`src/core/irq_latch_pkg.sv`:
```
package irq_latch_pkg;

  // ****************************************
  // Sizes
  // ****************************************
  localparam int NSRC = 24;
  localparam int NFLAG = 38;
  localparam int EVW = 3;

  // ****************************************
  // Vector table
  // ****************************************
  localparam logic [4:0] CODE_SWI = 5'h00;
  localparam logic [15:0] VEC_RESET = 16'hFFFE;
  localparam logic [15:0] VEC_TOP = 16'hFFFC;
  // Source of each peripheral flag, flag 37 first
  localparam logic [NFLAG-1:0][4:0] FLAG_SRC = {
    5'h18, 5'h17, 5'h16, 5'h15, 5'h14, 5'h14, 5'h14, 5'h13,
    5'h12, 5'h12, 5'h12, 5'h12, 5'h12, 5'h12, 5'h11, 5'h10,
    5'h0F, 5'h0E, 5'h0D, 5'h0D, 5'h0C, 5'h0C, 5'h0B, 5'h0B,
    5'h0B, 5'h0B, 5'h0A, 5'h09, 5'h09, 5'h09, 5'h08, 5'h07,
    5'h06, 5'h05, 5'h04, 5'h03, 5'h02, 5'h01};

  // ****************************************
  // Register map
  // ****************************************
  localparam logic [7:0] ADDR_FLAGS = 8'h00;
  localparam logic [7:0] ADDR_EVENT = 8'h04;
  localparam logic [7:0] ADDR_MASK = 8'h08;
  localparam logic [7:0] ADDR_STATE = 8'h0C;
  localparam int EV_ENTRY = 0;
  localparam int EV_SWI = 1;
  localparam int EV_RETURN = 2;
  localparam logic [EVW-1:0] MASK_RST = 3'h0;

  // ****************************************
  // Types
  // ****************************************
  typedef enum logic [0:0] {
    ST_IDLE = 1'b0,
    ST_LATCH = 1'b1
  } fsm_type;

  typedef struct packed {
    fsm_type fsm;
    logic [4:0] code;
    logic software_interrupt;
    logic [15:0] vecAddr;
    logic entryReq;
    logic stackPcMinus1;
    logic pushRegs;
    logic setIMask;
    logic restoreRegs;
    logic prefetchOp;
    logic [EVW-1:0] events;
    logic [EVW-1:0] evMask;
    logic irq;
    logic ack;
    logic [31:0] rdata;
  } state_type;

endpackage

```
`src/core/interrupt_latch_arbiter.sv`:
```
// Design decisions made here: the Wishbone interface to the registers and the register offsets.
`timescale 1ns/100ps
`default_nettype none
module interrupt_latch_arbiter (
  input wire logic mclk,
  input wire logic arst_n,
  // Wishbone slave
  input wire logic wb_cyc_i,
  input wire logic wb_stb_i,
  input wire logic wb_we_i,
  input wire logic [7:0] wb_adr_i,
  input wire logic [3:0] wb_sel_i,
  input wire logic [31:0] wb_dat_i,
  output logic [31:0] wb_dat_o,
  output logic wb_ack_o,
  // Peripheral flags and their enables
  input wire logic [irq_latch_pkg::NFLAG-1:0] flagIn,
  input wire logic [irq_latch_pkg::NFLAG-1:0] enIn,
  // Core side
  input wire logic instrDone,
  input wire logic swiExec,
  input wire logic rtiExec,
  input wire logic iMask,
  input wire logic entryAck,
  output logic entryReq,
  output logic [4:0] vectorCode,
  output logic [15:0] vectorAddr,
  output logic stackPcMinus1,
  output logic stackIndexHigh,
  output logic pushRegs,
  output logic setIMask,
  output logic restoreRegs,
  output logic prefetchOp,
  output logic irqOut
);
  import irq_latch_pkg::*;

  // ****************************************
  // Request gathering
  // ****************************************
  logic [NSRC:1] pend;
  logic [4:0] cand;
  logic anyPend;
  logic boundary;
  state_type s;
  state_type n;

  genvar gs;
  generate
    for (gs = 1; gs <= NSRC; gs++) begin : g_src
      logic [NFLAG-1:0] hit;
      genvar gf;
      for (gf = 0; gf < NFLAG; gf++) begin : g_flag
        assign hit[gf] = flagIn[gf] & enIn[gf] &
          (FLAG_SRC[gf] == 5'(gs));
      end
      assign pend[gs] = |hit;
    end
  endgenerate

  always_comb begin
    cand = 5'h00;
    for (int i = NSRC; i >= 1; i--) begin
      if (pend[i]) begin
        cand = 5'(i);
      end
    end
  end

  assign anyPend = |pend;
  assign boundary = instrDone | rtiExec;

  // ****************************************
  // Next state
  // ****************************************
  always_comb begin
    n = s;
    n.pushRegs = 1'b0;
    n.setIMask = 1'b0;
    n.restoreRegs = 1'b0;
    n.prefetchOp = 1'b0;
    n.restoreRegs = rtiExec;
    n.prefetchOp = rtiExec;
    unique case (s.fsm)
      ST_IDLE: begin
        if (swiExec) begin
          n.fsm = ST_LATCH;
          n.code = CODE_SWI;
          n.software_interrupt = 1'b1;
          n.entryReq = 1'b1;
          n.stackPcMinus1 = 1'b0;
          n.vecAddr = VEC_TOP;
        end else if (boundary && !iMask && anyPend) begin
          n.fsm = ST_LATCH;
          n.code = cand;
          n.software_interrupt = 1'b0;
          n.entryReq = 1'b1;
          n.stackPcMinus1 = 1'b1;
          n.vecAddr = VEC_TOP - {10'h000, cand, 1'b0};
        end
      end
      ST_LATCH: begin
        if (entryAck) begin
          n.fsm = ST_IDLE;
          n.entryReq = 1'b0;
          n.pushRegs = 1'b1;
          n.setIMask = 1'b1;
        end else if (!iMask && !s.software_interrupt && !pend[s.code]) begin
          n.fsm = ST_IDLE;
          n.entryReq = 1'b0;
        end
      end
    endcase
    // Sticky events, set wins over read clear
    if (s.ack && !wb_we_i && wb_adr_i == ADDR_EVENT) begin
      n.events = '0;
    end
    if (s.fsm == ST_LATCH && entryAck) begin
      n.events[EV_ENTRY] = 1'b1;
    end
    if (s.fsm == ST_IDLE && swiExec) begin
      n.events[EV_SWI] = 1'b1;
    end
    if (rtiExec) begin
      n.events[EV_RETURN] = 1'b1;
    end
    // Wishbone: ack one cycle after strobe
    n.ack = wb_cyc_i & wb_stb_i & ~s.ack;
    n.rdata = 32'h0000_0000;
    // Mask write lands on the edge that sees ack high
    if (s.ack && wb_cyc_i && wb_stb_i && wb_we_i &&
      wb_adr_i == ADDR_MASK && wb_sel_i[0]) begin
      n.evMask = wb_dat_i[EVW-1:0];
    end
    // Read data captured on the taken edge
    if (wb_cyc_i && wb_stb_i && !s.ack) begin
      unique case (wb_adr_i)
        ADDR_FLAGS: n.rdata = {8'h00, pend};
        ADDR_EVENT: n.rdata = {29'h0, s.events};
        ADDR_MASK: n.rdata = {29'h0, s.evMask};
        ADDR_STATE: n.rdata = {24'h0, s.software_interrupt, s.entryReq,
          s.code == 5'h00 ? 1'b0 : 1'b1, s.code};
        default: n.rdata = 32'h0000_0000;
      endcase
    end
    n.irq = |(n.events & n.evMask);
  end

  // ****************************************
  // State register
  // ****************************************
  // reset bypasses arbitration
  always_ff @(posedge mclk or negedge arst_n) begin
    if (!arst_n) begin
      s <= '0;
      s.fsm <= ST_IDLE;
      s.vecAddr <= VEC_RESET;
      s.evMask <= MASK_RST;
    end else begin
      s <= n;
    end
  end

  // ****************************************
  // Outputs
  // ****************************************
  // Register bus answer
  assign wb_dat_o = s.rdata;
  assign wb_ack_o = s.ack;

  // Latched entry and its vector
  assign entryReq = s.entryReq;
  assign vectorCode = s.code;
  assign vectorAddr = s.vecAddr;
  assign stackPcMinus1 = s.stackPcMinus1;

  assign stackIndexHigh = 1'b0;

  // Entry stacking pulses
  assign pushRegs = s.pushRegs;
  assign setIMask = s.setIMask;

  // Return pulses
  assign restoreRegs = s.restoreRegs;
  assign prefetchOp = s.prefetchOp;

  // Event interrupt level
  assign irqOut = s.irq;
endmodule
`default_nettype wire

```
`config.mk`:
```
export PLATFORM = sky130hd
export DESIGN_NAME = interrupt_latch_arbiter
export DESIGN_NICKNAME = d
export VERILOG_FILES = /design/src/core/irq_latch_pkg.sv /design/src/core/interrupt_latch_arbiter.sv
export SDC_FILE = /design/constraint.sdc
export NUM_CORES = 1
export LEC_CHECK = 0
export ABC_CLOCK_PERIOD_IN_PS = 4300
export BUFFER_PORTS_ARGS = -buffer_cell sky130_fd_sc_hd__buf_2
export CORE_MARGIN = 1
export CORE_UTILIZATION = 40
export CTS_BUF_LIST = sky130_fd_sc_hd__clkbuf_16
export DETAILED_ROUTE_END_ITERATION = 8
export PLACE_DENSITY = 0.74
export SETUP_SLACK_MARGIN = 0.2
export SLEW_MARGIN = 10
export SYNTH_ARGS = -nofsm -noshare
export SYNTH_HDL_FRONTEND = slang
export SYNTH_SLANG_ARGS = --single-unit
```
`constraint.sdc`:
```
create_clock -name mclk -period 4.3 [get_ports mclk]
set_clock_uncertainty 0.05 [all_clocks]
set_input_delay 0.215 -clock mclk [delete_from_list [all_inputs] [get_ports mclk]]
set_output_delay 0.215 -clock mclk [all_outputs]
set_load 0.005 [all_outputs]
```
==> tab_implementation.tex, run 1 <==
\begin{tabular}{lr}
\hline
Metric & Value \\
\hline
\multicolumn{2}{l}{\textbf{Synth}} \\
Async set or reset register ratio after synthesis & 100\% \\
Average instance area after synthesis & 9.46 um2 \\
Number of enable-type register cells in the synthesized netlist & 0 \\
Post-synthesis sequential element count & 50 \\
Share of cell area taken by muxes after synthesis & 6.60\% \\
Synth cell types & 59 \\
Compound-Gate Fraction of Synth Area & 15.8\% \\
Combinational family with the most area after synthesis & simple AND/OR/NAND/NOR gates \\
Post-synthesis share of cell area spent on xor and xnor gates & 0.287\% \\
Fraction of the mapped netlist area in simple logic gates & 19.9\% \\
Sequential cell area fraction in the yosys report & 41.3\% \\
Predominant post-synthesis flop cell & sky130\_fd\_sc\_hd\_\_dfrtp\_1 \\
Synthesized-area fraction occupied by adder cells & 0.410\% \\
Number of warning messages in the yosys log & 0 \\
Netlist area before placement & 3050 um2 \\
Gate count of the mapped netlist & 323 \\
\multicolumn{2}{l}{\textbf{Worst setup path}} \\
Number of cells on the worst reg-to-reg path & 4 \\
Series of cell instances along the critical path & buf\_2 -> a222oi\_1 -> nand4\_1 -> nor4b\_2 -> a31oi\_1 -> or2\_0 -> o22a\_1 \\
Slack of the worst reg-to-reg path & 2.02 ns \\
WP data required & 4.47 ns \\
Cell with the largest stage delay on the worst path & sky130\_fd\_sc\_hd\_\_a222oi\_1 \\
Arr. time, crit path & 2.73 ns \\
Category of the worst setup path launch point & primary input \\
Largest driver fanout on the critical path & 11 \\
Category of the critical setup timing path & primary input to register \\
Capturing element type of the critical path & register \\
Capturing point of the worst reg2reg path & entryReq\$\_DFFE\_PN0P\_ \\
Launching point of the worst reg2reg path & vectorCode[0]\$\_DFFE\_PN0P\_ \\
Worst stage delay on the critical path & 0.66 ns \\
\multicolumn{2}{l}{\textbf{Timing}} \\
Final worst slack & 1.74 ns \\
Hold Fails Final Rpt & 0 \\
Sum of negative setup slack & 0 ns \\
Final Hold Slack & 0.0463 ns \\
Highest clock frequency the design can meet & 390 MHz \\
Minimum clock period after layout & 2.56 ns \\
Fin crit share & 59.6\% \\
Actual slew at the worst max-slew pin & 1.03 ns \\
Final setup violation count & 0 \\
Setup repair after global routing missed its margin & false \\
Fin. max-slew vios & 0 \\
Worst-case headroom to the max-slew limit & 31.3\% \\
\multicolumn{2}{l}{\textbf{CTS}} \\
CTS tree & yes \\
Register clock-pin slew on the reported worst setup and hold paths & 0.07 ns \\
Library cell used as clock root buffer & sky130\_fd\_sc\_hd\_\_clkbuf\_16 \\
Number of buffers inserted during clock tree synthesis & 5 \\
Worst-case clock buffer depth & 2 \\
Insertion delay to the later sink of the worst-skew pair & 0.29 ns \\
Number of clock sinks & 50 \\
Post-cts sizing count & 0 \\
Total number of H-tree levels & 2 \\
\multicolumn{2}{l}{\textbf{Die}} \\
Site Rows & 31 \\
Number of primary I/O pins & 192 \\
Area of the core region & 7330 um2 \\
Starting density of the core & 41.7\% \\
Die area & 7990 um2 \\
Die Y-Extent & 89.4 um \\
Die Wd & 89.4 um \\
\multicolumn{2}{l}{\textbf{Cells and area}} \\
Area Overhead vs Synth & 20.6\% \\
Final antenna diode count & 0 \\
Fraction of final layout cells sized beyond drive strength 1 & 42.1\% \\
Final net count & 558 \\
\multicolumn{2}{l}{\textbf{Min path}} \\
Startpoint of the tightest hold check path & rtiExec \\
Worst hold-check path type & primary input to register \\
Hold EP & restoreRegs\$\_DFF\_PN0\_ \\
Hold-critical path depth & 1 \\
\multicolumn{2}{l}{\textbf{Drt}} \\
Iteration count of the initial detailed-routing pass & 5 \\
DRC violation count after routing & 0 \\
Mean routed wirelength per cell & 14.9 um \\
Total number of vias & 2746 \\
Count of routing violations after the opening detailed-route iteration & 130 \\
Routed via count divided by cell count & 5.21 \\
Number of nets with antenna violations after detailed routing & 0 \\
Drt total wl & 7.84 mm \\
\multicolumn{2}{l}{\textbf{Power and ir drop}} \\
Internal & 936 uW \\
Logic gate share of total power & 23.2\% \\
P per Cell Area & 361 nW/um2 \\
Clock share of power & 33.4\% \\
Total net switching power & 394 uW \\
Total power draw & 1.33 mW \\
Worst IR Drop VDD & 0.229 mV \\
Part of the total power dissipated in sequential elements & 43.4\% \\
Switching power share of the total & 29.6\% \\
Leakage & 1.86 nW \\
\multicolumn{2}{l}{\textbf{Outcome}} \\
Status & completed \\
\multicolumn{2}{l}{\textbf{Global routing}} \\
Wire length of the first global-routing pass & 12.2 mm \\
Total congestion overflow & 0 \\
Antenna violations before repair & 0 \\
Maximum number of pins on one net before global-route repair & 51 \\
Number of global-route vias before repair & 2622 \\
Combined global-route utilization of all metal layers & 20.1\% \\
\multicolumn{2}{l}{\textbf{Place}} \\
Global placer's final weighted congestion & 0.831 \\
Pre-CTS setup slack & 1.42 ns \\
Input/output buffers & 149 \\
Total half-perimeter wirelength after legalization and detailed placement & 6.18 mm \\
\multicolumn{2}{l}{\textbf{Job}} \\
Number of max-capacitance violations reported & 0 \\
\hline
\end{tabular}
power groups by stage:
stage          Combinational, mW  Clock [mW]  Sequential, mW
3_3_place_gp               0.302           0           0.582
6_report                   0.309       0.445           0.577
3_5_place_dp               0.306           0           0.586
4_1_cts                    0.310       0.451           0.576
5_1_grt                    0.348       0.466           0.585
2_1_floorplan              0.232           0           0.551
worst max path at each step:
stage	from	end	slack, ns	cells after the start
after floorplan	flagIn[8]	vectorAddr[3]$_DFFE_PN1P_	2.11	10
final	flagIn[31]	vectorAddr[3]$_DFFE_PN1P_	1.74	7
after global routing	flagIn[31]	vectorAddr[2]$_DFFE_PN1P_	1.49	8
after detailed placement	flagIn[31]	vectorAddr[3]$_DFFE_PN1P_	1.42	7
after global placement	flagIn[31]	vectorAddr[3]$_DFFE_PN1P_	1.53	7
after CTS	flagIn[31]	vectorAddr[3]$_DFFE_PN1P_	1.68	7
routing by layer:
layer	global-route usage (%)	part of all wire, %	up-vias
met1	23.6	42	1303
met2	36.4	50	128
li1	-	-	1309
met3	4.34	7.2	6
met5	0	0	-
met4	6.64	1.2	0
metrics by stage:
step	std cells	area, um2	util [%]
finish	527	3680	50.3
global route	527	3680	50.3
CTS	527	3680	50.3
detailed placement	518	3510	47.9
global placement	518	3510	47.9
floorplan	332	3090	-
sequential cells by signal, summed over array words and instances (netlist names), 5 cells and up:
register    flops
vectorAddr      7
s               8
wb_dat_o       24
vectorCode      5
synth_stat cells, drive strengths merged, types with 2 or more instances:
library cell	n	area, um2
buf	58	437
a222oi	2	20.0
mux2i	4	40.0
dfrtp	43	1080
o21ai	9	45.0
inv	6	22.5
nand3	11	55.1
a21boi	2	15.0
a31oi	6	37.5
o22a	3	26.3
nand2	37	149
a32o	3	30.0
a211oi	5	37.5
and3	6	37.5
mux2	3	41.3
and2	4	25.0
a32oi	5	43.8
o22ai	2	12.5
a21o	3	22.5
nor3	4	31.3
o211ai	2	15.0
nor2	41	156
or3	7	48.8
mux4	5	120
nor4b	3	32.5
dfstp	7	184
a22oi	9	72.6
clkbuf	5	18.8
nand4	4	25.0
a21oi	7	35.0
a22o	2	17.5
a31o	2	17.5
cells in the final DEF (no fill, tap or decap), types with 3 or more instances in the layout:
| cell | Yosys | layout |
|---|---|---|
| sky130_fd_sc_hd__conb_1 | 1 | 10 |
| sky130_fd_sc_hd__inv_1 | 6 | 6 |
| sky130_fd_sc_hd__a32oi_1 | 5 | 5 |
| sky130_fd_sc_hd__o22a_1 | 3 | 3 |
| sky130_fd_sc_hd__dfstp_2 | 7 | 7 |
| sky130_fd_sc_hd__o21ai_1 | 4 | 4 |
| sky130_fd_sc_hd__a21oi_1 | 7 | 7 |
| sky130_fd_sc_hd__a31oi_1 | 6 | 6 |
| sky130_fd_sc_hd__nand2_1 | 35 | 35 |
| sky130_fd_sc_hd__clkbuf_16 | 0 | 5 |
| sky130_fd_sc_hd__nand3_1 | 11 | 11 |
| sky130_fd_sc_hd__dfrtp_1 | 43 | 43 |
| sky130_fd_sc_hd__a32o_1 | 3 | 3 |
| sky130_fd_sc_hd__nor3_1 | 3 | 3 |
| sky130_fd_sc_hd__mux2i_1 | 4 | 4 |
| sky130_fd_sc_hd__and3_1 | 6 | 6 |
| sky130_fd_sc_hd__mux4_2 | 3 | 3 |
| sky130_fd_sc_hd__buf_2 | 1 | 149 |
| sky130_fd_sc_hd__nor2_1 | 40 | 40 |
| sky130_fd_sc_hd__nand4_1 | 4 | 4 |
| sky130_fd_sc_hd__a211oi_1 | 5 | 5 |
| sky130_fd_sc_hd__and2_1 | 4 | 4 |
| sky130_fd_sc_hd__a22oi_1 | 8 | 8 |
| sky130_fd_sc_hd__or3_1 | 6 | 6 |
| sky130_fd_sc_hd__o21ai_0 | 5 | 5 |
| sky130_fd_sc_hd__a21o_1 | 3 | 3 |
critical path: cells and delay by family:
| kind | cells | cell delay, ns |
|---|---|---|
| AO/OA/AOI/OAI | 3 | 1.32 |
| buffers and inverters | 1 | 0.10 |
| AND/OR/NAND/NOR | 3 | 1.08 |
layout make-up:
| type | instances | area (um2) |
|---|---|---|
| multi-input cells | 213 | 1350 |
| fillers | 704 | 3650 |
| clock inverters | 3 | 40.0 |
| repair buffers | 151 | 763 |
| clock buffers | 5 | 125 |
| well taps | 99 | 124 |
| flip-flops and latches | 50 | 1260 |
| inverters | 6 | 22.5 |
timing repair:
action	4_1_cts	5_1_grt
endpoints found under the hold margin	8	0
setup buffers	0	0
hold buffers	1	0
kinds of logic (layout without fill, tap and decap cells):
kind of cell	Yosys count	after routing
simple gates	123	123
buf+inv	69	165
compound gates	66	66
flops	50	50
mux	12	12
fa+ha+maj	1	1
other cells	1	10
xor+xnor	1	1
(Power assumes the default switching activity.)
==> run 2, diff against run 1 <==
--- a/config.mk
+++ b/config.mk
@@ -5,13 +5,13 @@
 export SDC_FILE = /design/constraint.sdc
 export NUM_CORES = 1
 export LEC_CHECK = 0
-export ABC_CLOCK_PERIOD_IN_PS = 4300
+export ABC_CLOCK_PERIOD_IN_PS = 2210
 export BUFFER_PORTS_ARGS = -buffer_cell sky130_fd_sc_hd__buf_2
 export CORE_MARGIN = 1
-export CORE_UTILIZATION = 40
+export CORE_UTILIZATION = 39
 export CTS_BUF_LIST = sky130_fd_sc_hd__clkbuf_16
 export DETAILED_ROUTE_END_ITERATION = 8
-export PLACE_DENSITY = 0.74
+export PLACE_DENSITY = 0.75
 export SETUP_SLACK_MARGIN = 0.2
 export SLEW_MARGIN = 10
 export SYNTH_ARGS = -nofsm -noshare
==> constraint.sdc (replaced) <==
create_clock -name mclk -period 2.21 [get_ports mclk]
set_clock_uncertainty 0.05 [all_clocks]
set_input_delay 0.1105 -clock mclk [delete_from_list [all_inputs] [get_ports mclk]]
set_output_delay 0.1105 -clock mclk [all_outputs]
set_load 0.005 [all_outputs]
==> tab_implementation.tex, run 2 (synthesis results as in run 1) <==
\begin{tabular}{lr}
\hline
Metric & Value \\
\hline
\multicolumn{2}{l}{\textbf{Cells and area}} \\
Most frequent cells in the layout & sky130\_fd\_sc\_hd\_\_buf\_2 (147), sky130\_fd\_sc\_hd\_\_dfrtp\_1 (42), sky130\_fd\_sc\_hd\_\_nor2\_1 (40), sky130\_fd\_sc\_hd\_\_nand2\_1 (35), sky130\_fd\_sc\_hd\_\_buf\_4 (20) \\
Final net count & 580 \\
Fraction of final layout cells sized beyond drive strength 1 & 47.1\% \\
Final std cell area, no fill & 3940 um2 \\
Final core utilization & 53.1\% \\
Number of flip-flops under the largest register name & 24 \\
Area Overhead vs Synth & 28.9\% \\
Final std cells w/o fill & 549 \\
Final antenna diode count & 0 \\
Most frequent standard cell in the layout excluding fill and tap cells & sky130\_fd\_sc\_hd\_\_buf\_2 \\
\multicolumn{2}{l}{\textbf{Timing}} \\
Final setup violation count & 0 \\
Setup repair after global routing missed its margin & true \\
Final Hold Slack & 0.0258 ns \\
Hold Fails Final Rpt & 0 \\
Final worst slack & 0.283 ns \\
Fin. max-slew vios & 0 \\
Fin crit share & 87.2\% \\
Sum of negative setup slack & 0 ns \\
Worst-case headroom to the max-slew limit & 62.2\% \\
Minimum clock period after layout & 1.93 ns \\
Highest clock frequency the design can meet & 519 MHz \\
Actual slew at the worst max-slew pin & 0.565 ns \\
\multicolumn{2}{l}{\textbf{Power and ir drop}} \\
Worst IR Drop VDD & 0.344 mV \\
Total power draw & 2.60 mW \\
P per Cell Area & 660 nW/um2 \\
Leakage & 1.98 nW \\
\multicolumn{2}{l}{\textbf{CTS}} \\
Insertion delay to the later sink of the worst-skew pair & 0.29 ns \\
Register clock-pin slew on the reported worst setup and hold paths & 0.06 ns \\
CTS tree & yes \\
Library cell used as clock root buffer & sky130\_fd\_sc\_hd\_\_clkbuf\_16 \\
Total number of H-tree levels & 2 \\
Worst-case clock buffer depth & 2 \\
Number of clock sinks & 50 \\
Number of buffers inserted during clock tree synthesis & 5 \\
\multicolumn{2}{l}{\textbf{Place}} \\
Global placer's final weighted congestion & 0.900 \\
Input/output buffers & 149 \\
Placed Cells incl. Taps & 536 \\
Placement-stage cell area & 3650 um2 \\
Total half-perimeter wirelength after legalization and detailed placement & 6.45 mm \\
Pre-CTS setup slack & -0.190 ns \\
\multicolumn{2}{l}{\textbf{Drt}} \\
Mean routed wirelength per cell & 14.6 um \\
Count of routing violations after the opening detailed-route iteration & 146 \\
Drt total wl & 8.04 mm \\
Number of nets with antenna violations after detailed routing & 0 \\
DRC violation count after routing & 0 \\
Routed via count divided by cell count & 5.09 \\
Iteration count of the initial detailed-routing pass & 4 \\
Total number of vias & 2794 \\
\multicolumn{2}{l}{\textbf{Die}} \\
Area of the core region & 7410 um2 \\
Number of primary I/O pins & 192 \\
Starting density of the core & 41.2\% \\
Site Rows & 31 \\
Die Wd & 90.5 um \\
Die area & 8190 um2 \\
Die Y-Extent & 90.5 um \\
\multicolumn{2}{l}{\textbf{Job}} \\
Number of max-capacitance violations reported & 0 \\
\multicolumn{2}{l}{\textbf{Worst setup path}} \\
Launching point of the worst reg2reg path & vectorCode[0]\$\_DFFE\_PN0P\_ \\
Category of the critical setup timing path & register to register \\
Cell with the largest stage delay on the worst path & sky130\_fd\_sc\_hd\_\_mux4\_1 \\
Capturing element type of the critical path & register \\
Largest driver fanout on the critical path & 5 \\
Number of cells on the worst reg-to-reg path & 4 \\
Category of the worst setup path launch point & register \\
Critical path launch point & vectorCode[0]\$\_DFFE\_PN0P\_ \\
Capturing point of the worst reg2reg path & entryReq\$\_DFFE\_PN0P\_ \\
WP data required & 2.38 ns \\
Worst setup endpoint & entryReq\$\_DFFE\_PN0P\_ \\
Slack of the worst reg-to-reg path & 0.28 ns \\
Worst stage delay on the critical path & 0.64 ns \\
Series of cell instances along the critical path & mux4\_1 -> a2111oi\_2 -> o32ai\_2 -> a21oi\_1 \\
Arr. time, crit path & 2.09 ns \\
\multicolumn{2}{l}{\textbf{Global routing}} \\
Antenna violations before repair & 0 \\
Combined global-route utilization of all metal layers & 19.4\% \\
Total congestion overflow & 0 \\
Maximum number of pins on one net before global-route repair & 28 \\
Number of global-route vias before repair & 2711 \\
Wire length of the first global-routing pass & 12.7 mm \\
\multicolumn{2}{l}{\textbf{Min path}} \\
Worst hold-check path type & primary input to register \\
\multicolumn{2}{l}{\textbf{Outcome}} \\
Status & completed \\
\hline
\end{tabular}
-- run 2: timing repair --
item / CTS / global route
hold endpoints to repair: 45 / 0
gates resized for setup: 2 / 22
hold buffers: 2 / 0
endpoints found under the setup margin: 4 / 14
setup buffers: 1 / 2
pin swaps: 12 / 10
-- run 2: final cells by class --
class | instances | area (um2)
clock inverter | 3 | 11.3
tap | 99 | 124
fill | 708 | 3470
sequential | 50 | 1260
clock buffer | 5 | 125
inverter | 6 | 22.5
multi-input combinational | 213 | 1440
timing repair buffer | 173 | 951
-- run 2: power breakdown --
group | switching [mW] | leakage [nW] | internal, mW | total, mW
Combinational | 0.386 | 1.26 | 0.385 | 0.772
Sequential | 0.0867 | 0.642 | 1.01 | 1.09
Clock | 0.324 | 0.0776 | 0.408 | 0.732
Total | 0.797 | 1.98 | 1.80 | 2.60
-- run 2: worst min path at each step --
stage | slack [ns] | startpoint | endpoint | cells past startpoint
finish | 0.03 | wb_dat_i[2] | s[36]$_DFF_PN0_ | 2
CTS | 0.03 | wb_dat_i[2] | s[36]$_DFF_PN0_ | 2
floorplan | -0.24 | arst_n | entryReq$_DFFE_PN0P_ | 0
global placement | -0.13 | arst_n | vectorCode[0]$_DFFE_PN0P_ | 1
global route | 0.03 | wb_dat_i[1] | s[35]$_DFF_PN0_ | 2
detailed placement | -0.13 | arst_n | vectorCode[0]$_DFFE_PN0P_ | 1
-- run 2: worst max-delay path, delay by kind of cell (launching register included) --
kind               cells  cell delay, ns
AOI/OAI and AO/OA      3            0.72
muxes                  1            0.64
DFF                    1            0.44
-- run 2: routing by layer --
layer  global-route usage, %  share of wire, %  vias to the layer above
met3                    5.22               7.2                       12
met4                    5.24               1.5                        0
met5                       0                 0                        -
met1                    23.3                42                     1301
li1                        -                 -                     1349
met2                    34.1                49                      132
==> run 3, diff against run 2 <==
--- a/config.mk
+++ b/config.mk
@@ -9,7 +9,6 @@
 export BUFFER_PORTS_ARGS = -buffer_cell sky130_fd_sc_hd__buf_2
 export CORE_MARGIN = 1
 export CORE_UTILIZATION = 39
-export CTS_BUF_LIST = sky130_fd_sc_hd__clkbuf_16
 export DETAILED_ROUTE_END_ITERATION = 8
 export PLACE_DENSITY = 0.75
 export SETUP_SLACK_MARGIN = 0.2
==> tab_implementation.tex, run 3 (synthesis results as in run 1) <==
\begin{tabular}{lr}
\hline
Metric & Value \\
\hline
\multicolumn{2}{l}{\textbf{Global routing}} \\
Maximum number of pins on one net before global-route repair & 28 \\
Number of global-route vias before repair & 2722 \\
Antenna violations before repair & 0 \\
Total congestion overflow & 0 \\
Combined global-route utilization of all metal layers & 19.3\% \\
Wire length of the first global-routing pass & 12.6 mm \\
\multicolumn{2}{l}{\textbf{Timing}} \\
Final setup violation count & 0 \\
Highest clock frequency the design can meet & 515 MHz \\
Worst-case headroom to the max-slew limit & 62.3\% \\
Hold Fails Final Rpt & 0 \\
Minimum clock period after layout & 1.94 ns \\
Actual slew at the worst max-slew pin & 0.563 ns \\
Fin. max-slew vios & 0 \\
Setup repair after global routing missed its margin & true \\
Fin crit share & 87.9\% \\
\multicolumn{2}{l}{\textbf{Cells and area}} \\
Final core utilization & 53.1\% \\
Final std cell area, no fill & 3930 um2 \\
Final antenna diode count & 0 \\
Final net count & 582 \\
Area Overhead vs Synth & 28.8\% \\
Number of flip-flops under the largest register name & 24 \\
Most frequent cells in the layout & sky130\_fd\_sc\_hd\_\_buf\_2 (147), sky130\_fd\_sc\_hd\_\_dfrtp\_1 (42), sky130\_fd\_sc\_hd\_\_nor2\_1 (39), sky130\_fd\_sc\_hd\_\_nand2\_1 (35), sky130\_fd\_sc\_hd\_\_buf\_4 (21) \\
Fraction of final layout cells sized beyond drive strength 1 & 47.6\% \\
Most frequent standard cell in the layout excluding fill and tap cells & sky130\_fd\_sc\_hd\_\_buf\_2 \\
\multicolumn{2}{l}{\textbf{Outcome}} \\
Status & completed \\
\multicolumn{2}{l}{\textbf{Place}} \\
Input/output buffers & 149 \\
Total half-perimeter wirelength after legalization and detailed placement & 6.45 mm \\
Global placer's final weighted congestion & 0.900 \\
Placement-stage cell area & 3650 um2 \\
\multicolumn{2}{l}{\textbf{Worst setup path}} \\
Cell with the largest stage delay on the worst path & sky130\_fd\_sc\_hd\_\_dfrtp\_2 \\
Category of the critical setup timing path & register to register \\
Capturing element type of the critical path & register \\
WP data required & 2.39 ns \\
Series of cell instances along the critical path & buf\_6 -> or3\_4 -> or3\_1 -> a31oi\_1 -> o32ai\_2 -> a21oi\_1 \\
Largest driver fanout on the critical path & 7 \\
Category of the worst setup path launch point & register \\
Arr. time, crit path & 2.13 ns \\
Worst stage delay on the critical path & 0.47 ns \\
\multicolumn{2}{l}{\textbf{Drt}} \\
Total number of vias & 2818 \\
Number of nets with antenna violations after detailed routing & 0 \\
Drt total wl & 8.05 mm \\
DRC violation count after routing & 0 \\
Mean routed wirelength per cell & 14.6 um \\
Count of routing violations after the opening detailed-route iteration & 140 \\
Iteration count of the initial detailed-routing pass & 5 \\
Routed via count divided by cell count & 5.11 \\
\multicolumn{2}{l}{\textbf{CTS}} \\
Register clock-pin slew on the reported worst setup and hold paths & 0.09 ns \\
Insertion delay to the later sink of the worst-skew pair & 0.31 ns \\
Number of clock sinks & 50 \\
Number of buffers inserted during clock tree synthesis & 5 \\
CTS tree & yes \\
Worst-case clock buffer depth & 2 \\
Total number of H-tree levels & 2 \\
Library cell used as clock root buffer & sky130\_fd\_sc\_hd\_\_clkbuf\_8 \\
\multicolumn{2}{l}{\textbf{Power and ir drop}} \\
Leakage & 1.96 nW \\
P per Cell Area & 618 nW/um2 \\
Total power draw & 2.43 mW \\
Worst IR Drop VDD & 0.269 mV \\
\multicolumn{2}{l}{\textbf{Die}} \\
Die Wd & 90.5 um \\
Number of primary I/O pins & 192 \\
Area of the core region & 7410 um2 \\
Starting density of the core & 41.2\% \\
Site Rows & 31 \\
Die area & 8190 um2 \\
Die Y-Extent & 90.5 um \\
\multicolumn{2}{l}{\textbf{Job}} \\
Number of max-capacitance violations reported & 0 \\
\multicolumn{2}{l}{\textbf{Min path}} \\
Worst hold-check path type & primary input to register \\
\hline
\end{tabular}
-- run 3: cell types whose count changed in the layout (fill, tap and decap cells not counted), sizes merged --
cell | before | now
clkbuf | 5 | 8
buf | 171 | 172
dlygate4sd3 | 2 | 3
inv | 9 | 6
-- run 3: repair_timing --
action,4_1_cts,5_1_grt
setup buffers,0,4
endpoints found under the hold margin,45,1
gates resized for setup,1,29
endpoints found under the setup margin,3,14
hold buffers,2,1
pin swaps,8,18
-- run 3: power breakdown --
part           switching, mW  internal (mW)  total, mW
Combinational          0.406          0.400      0.806
Clock                  0.301          0.226      0.526
Sequential            0.0903           1.01       1.10
Total                  0.796           1.63       2.43
-- run 3: area by class of cell --
type | instances | area (um2)
Inverter | 6 | 22.5
Clock buffer | 8 | 80.1
Fill cell | 713 | 3480
Tap cell | 99 | 124
Timing Repair Buffer | 175 | 968
Multi-Input combinational cell | 213 | 1480
Sequential cell | 50 | 1260
-- run 3: path summary, 6_finish.rpt --
check                                          startpoint                        end  slack [ns]  cells past startpoint
worst max-delay path            vectorCode[0]$_DFFE_PN0P_       entryReq$_DFFE_PN0P_        0.27                      6
worst min-delay path                          wb_dat_i[2]            s[36]$_DFF_PN0_       0.005                      2
worst max register to register  vectorCode[0]$_DFFE_PN0P_       entryReq$_DFFE_PN0P_        0.27                      6
worst min register to register  vectorAddr[1]$_DFFE_PN1P_  vectorAddr[1]$_DFFE_PN1P_        0.43                      2
max in group asynchronous                          arst_n  vectorAddr[6]$_DFFE_PN1P_        1.45                      3
min in group asynchronous                          arst_n  vectorCode[0]$_DFFE_PN0P_        0.07                      2
-- run 3: routing by layer --
metal,vias to the layer above,GRT usage [%],share of wire (%)
li1,1349,-,-
met1,1334,23.2,42
met2,127,33.6,49
met3,8,4.71,7.2
met4,0,5.91,1.3
met5,-,0,0
-- run 3: worst max-delay path, delay by kind of cell, from the launching register on --
family                 cells  cell delay [ns]
AND/OR/NAND/NOR            2             0.72
flip-flops                 1             0.47
AO/OA/AOI/OAI              3             0.46
buffers and inverters      1             0.16
-- run 3: stage by stage --
step / setup WS, ns / std cells / hold WS (ns) / TNS [ns]
after CTS: 0.205 / 546 / 0.00364 / 0
after global placement: -0.0928 / 536 / -0.129 / -0.207
after floorplan: 0.217 / 332 / -0.235 / 0
final: 0.267 / 551 / 0.00539 / 0
after detailed placement: -0.190 / 536 / -0.131 / -1.08
after global routing: 0.167 / 551 / 0.000565 / 0
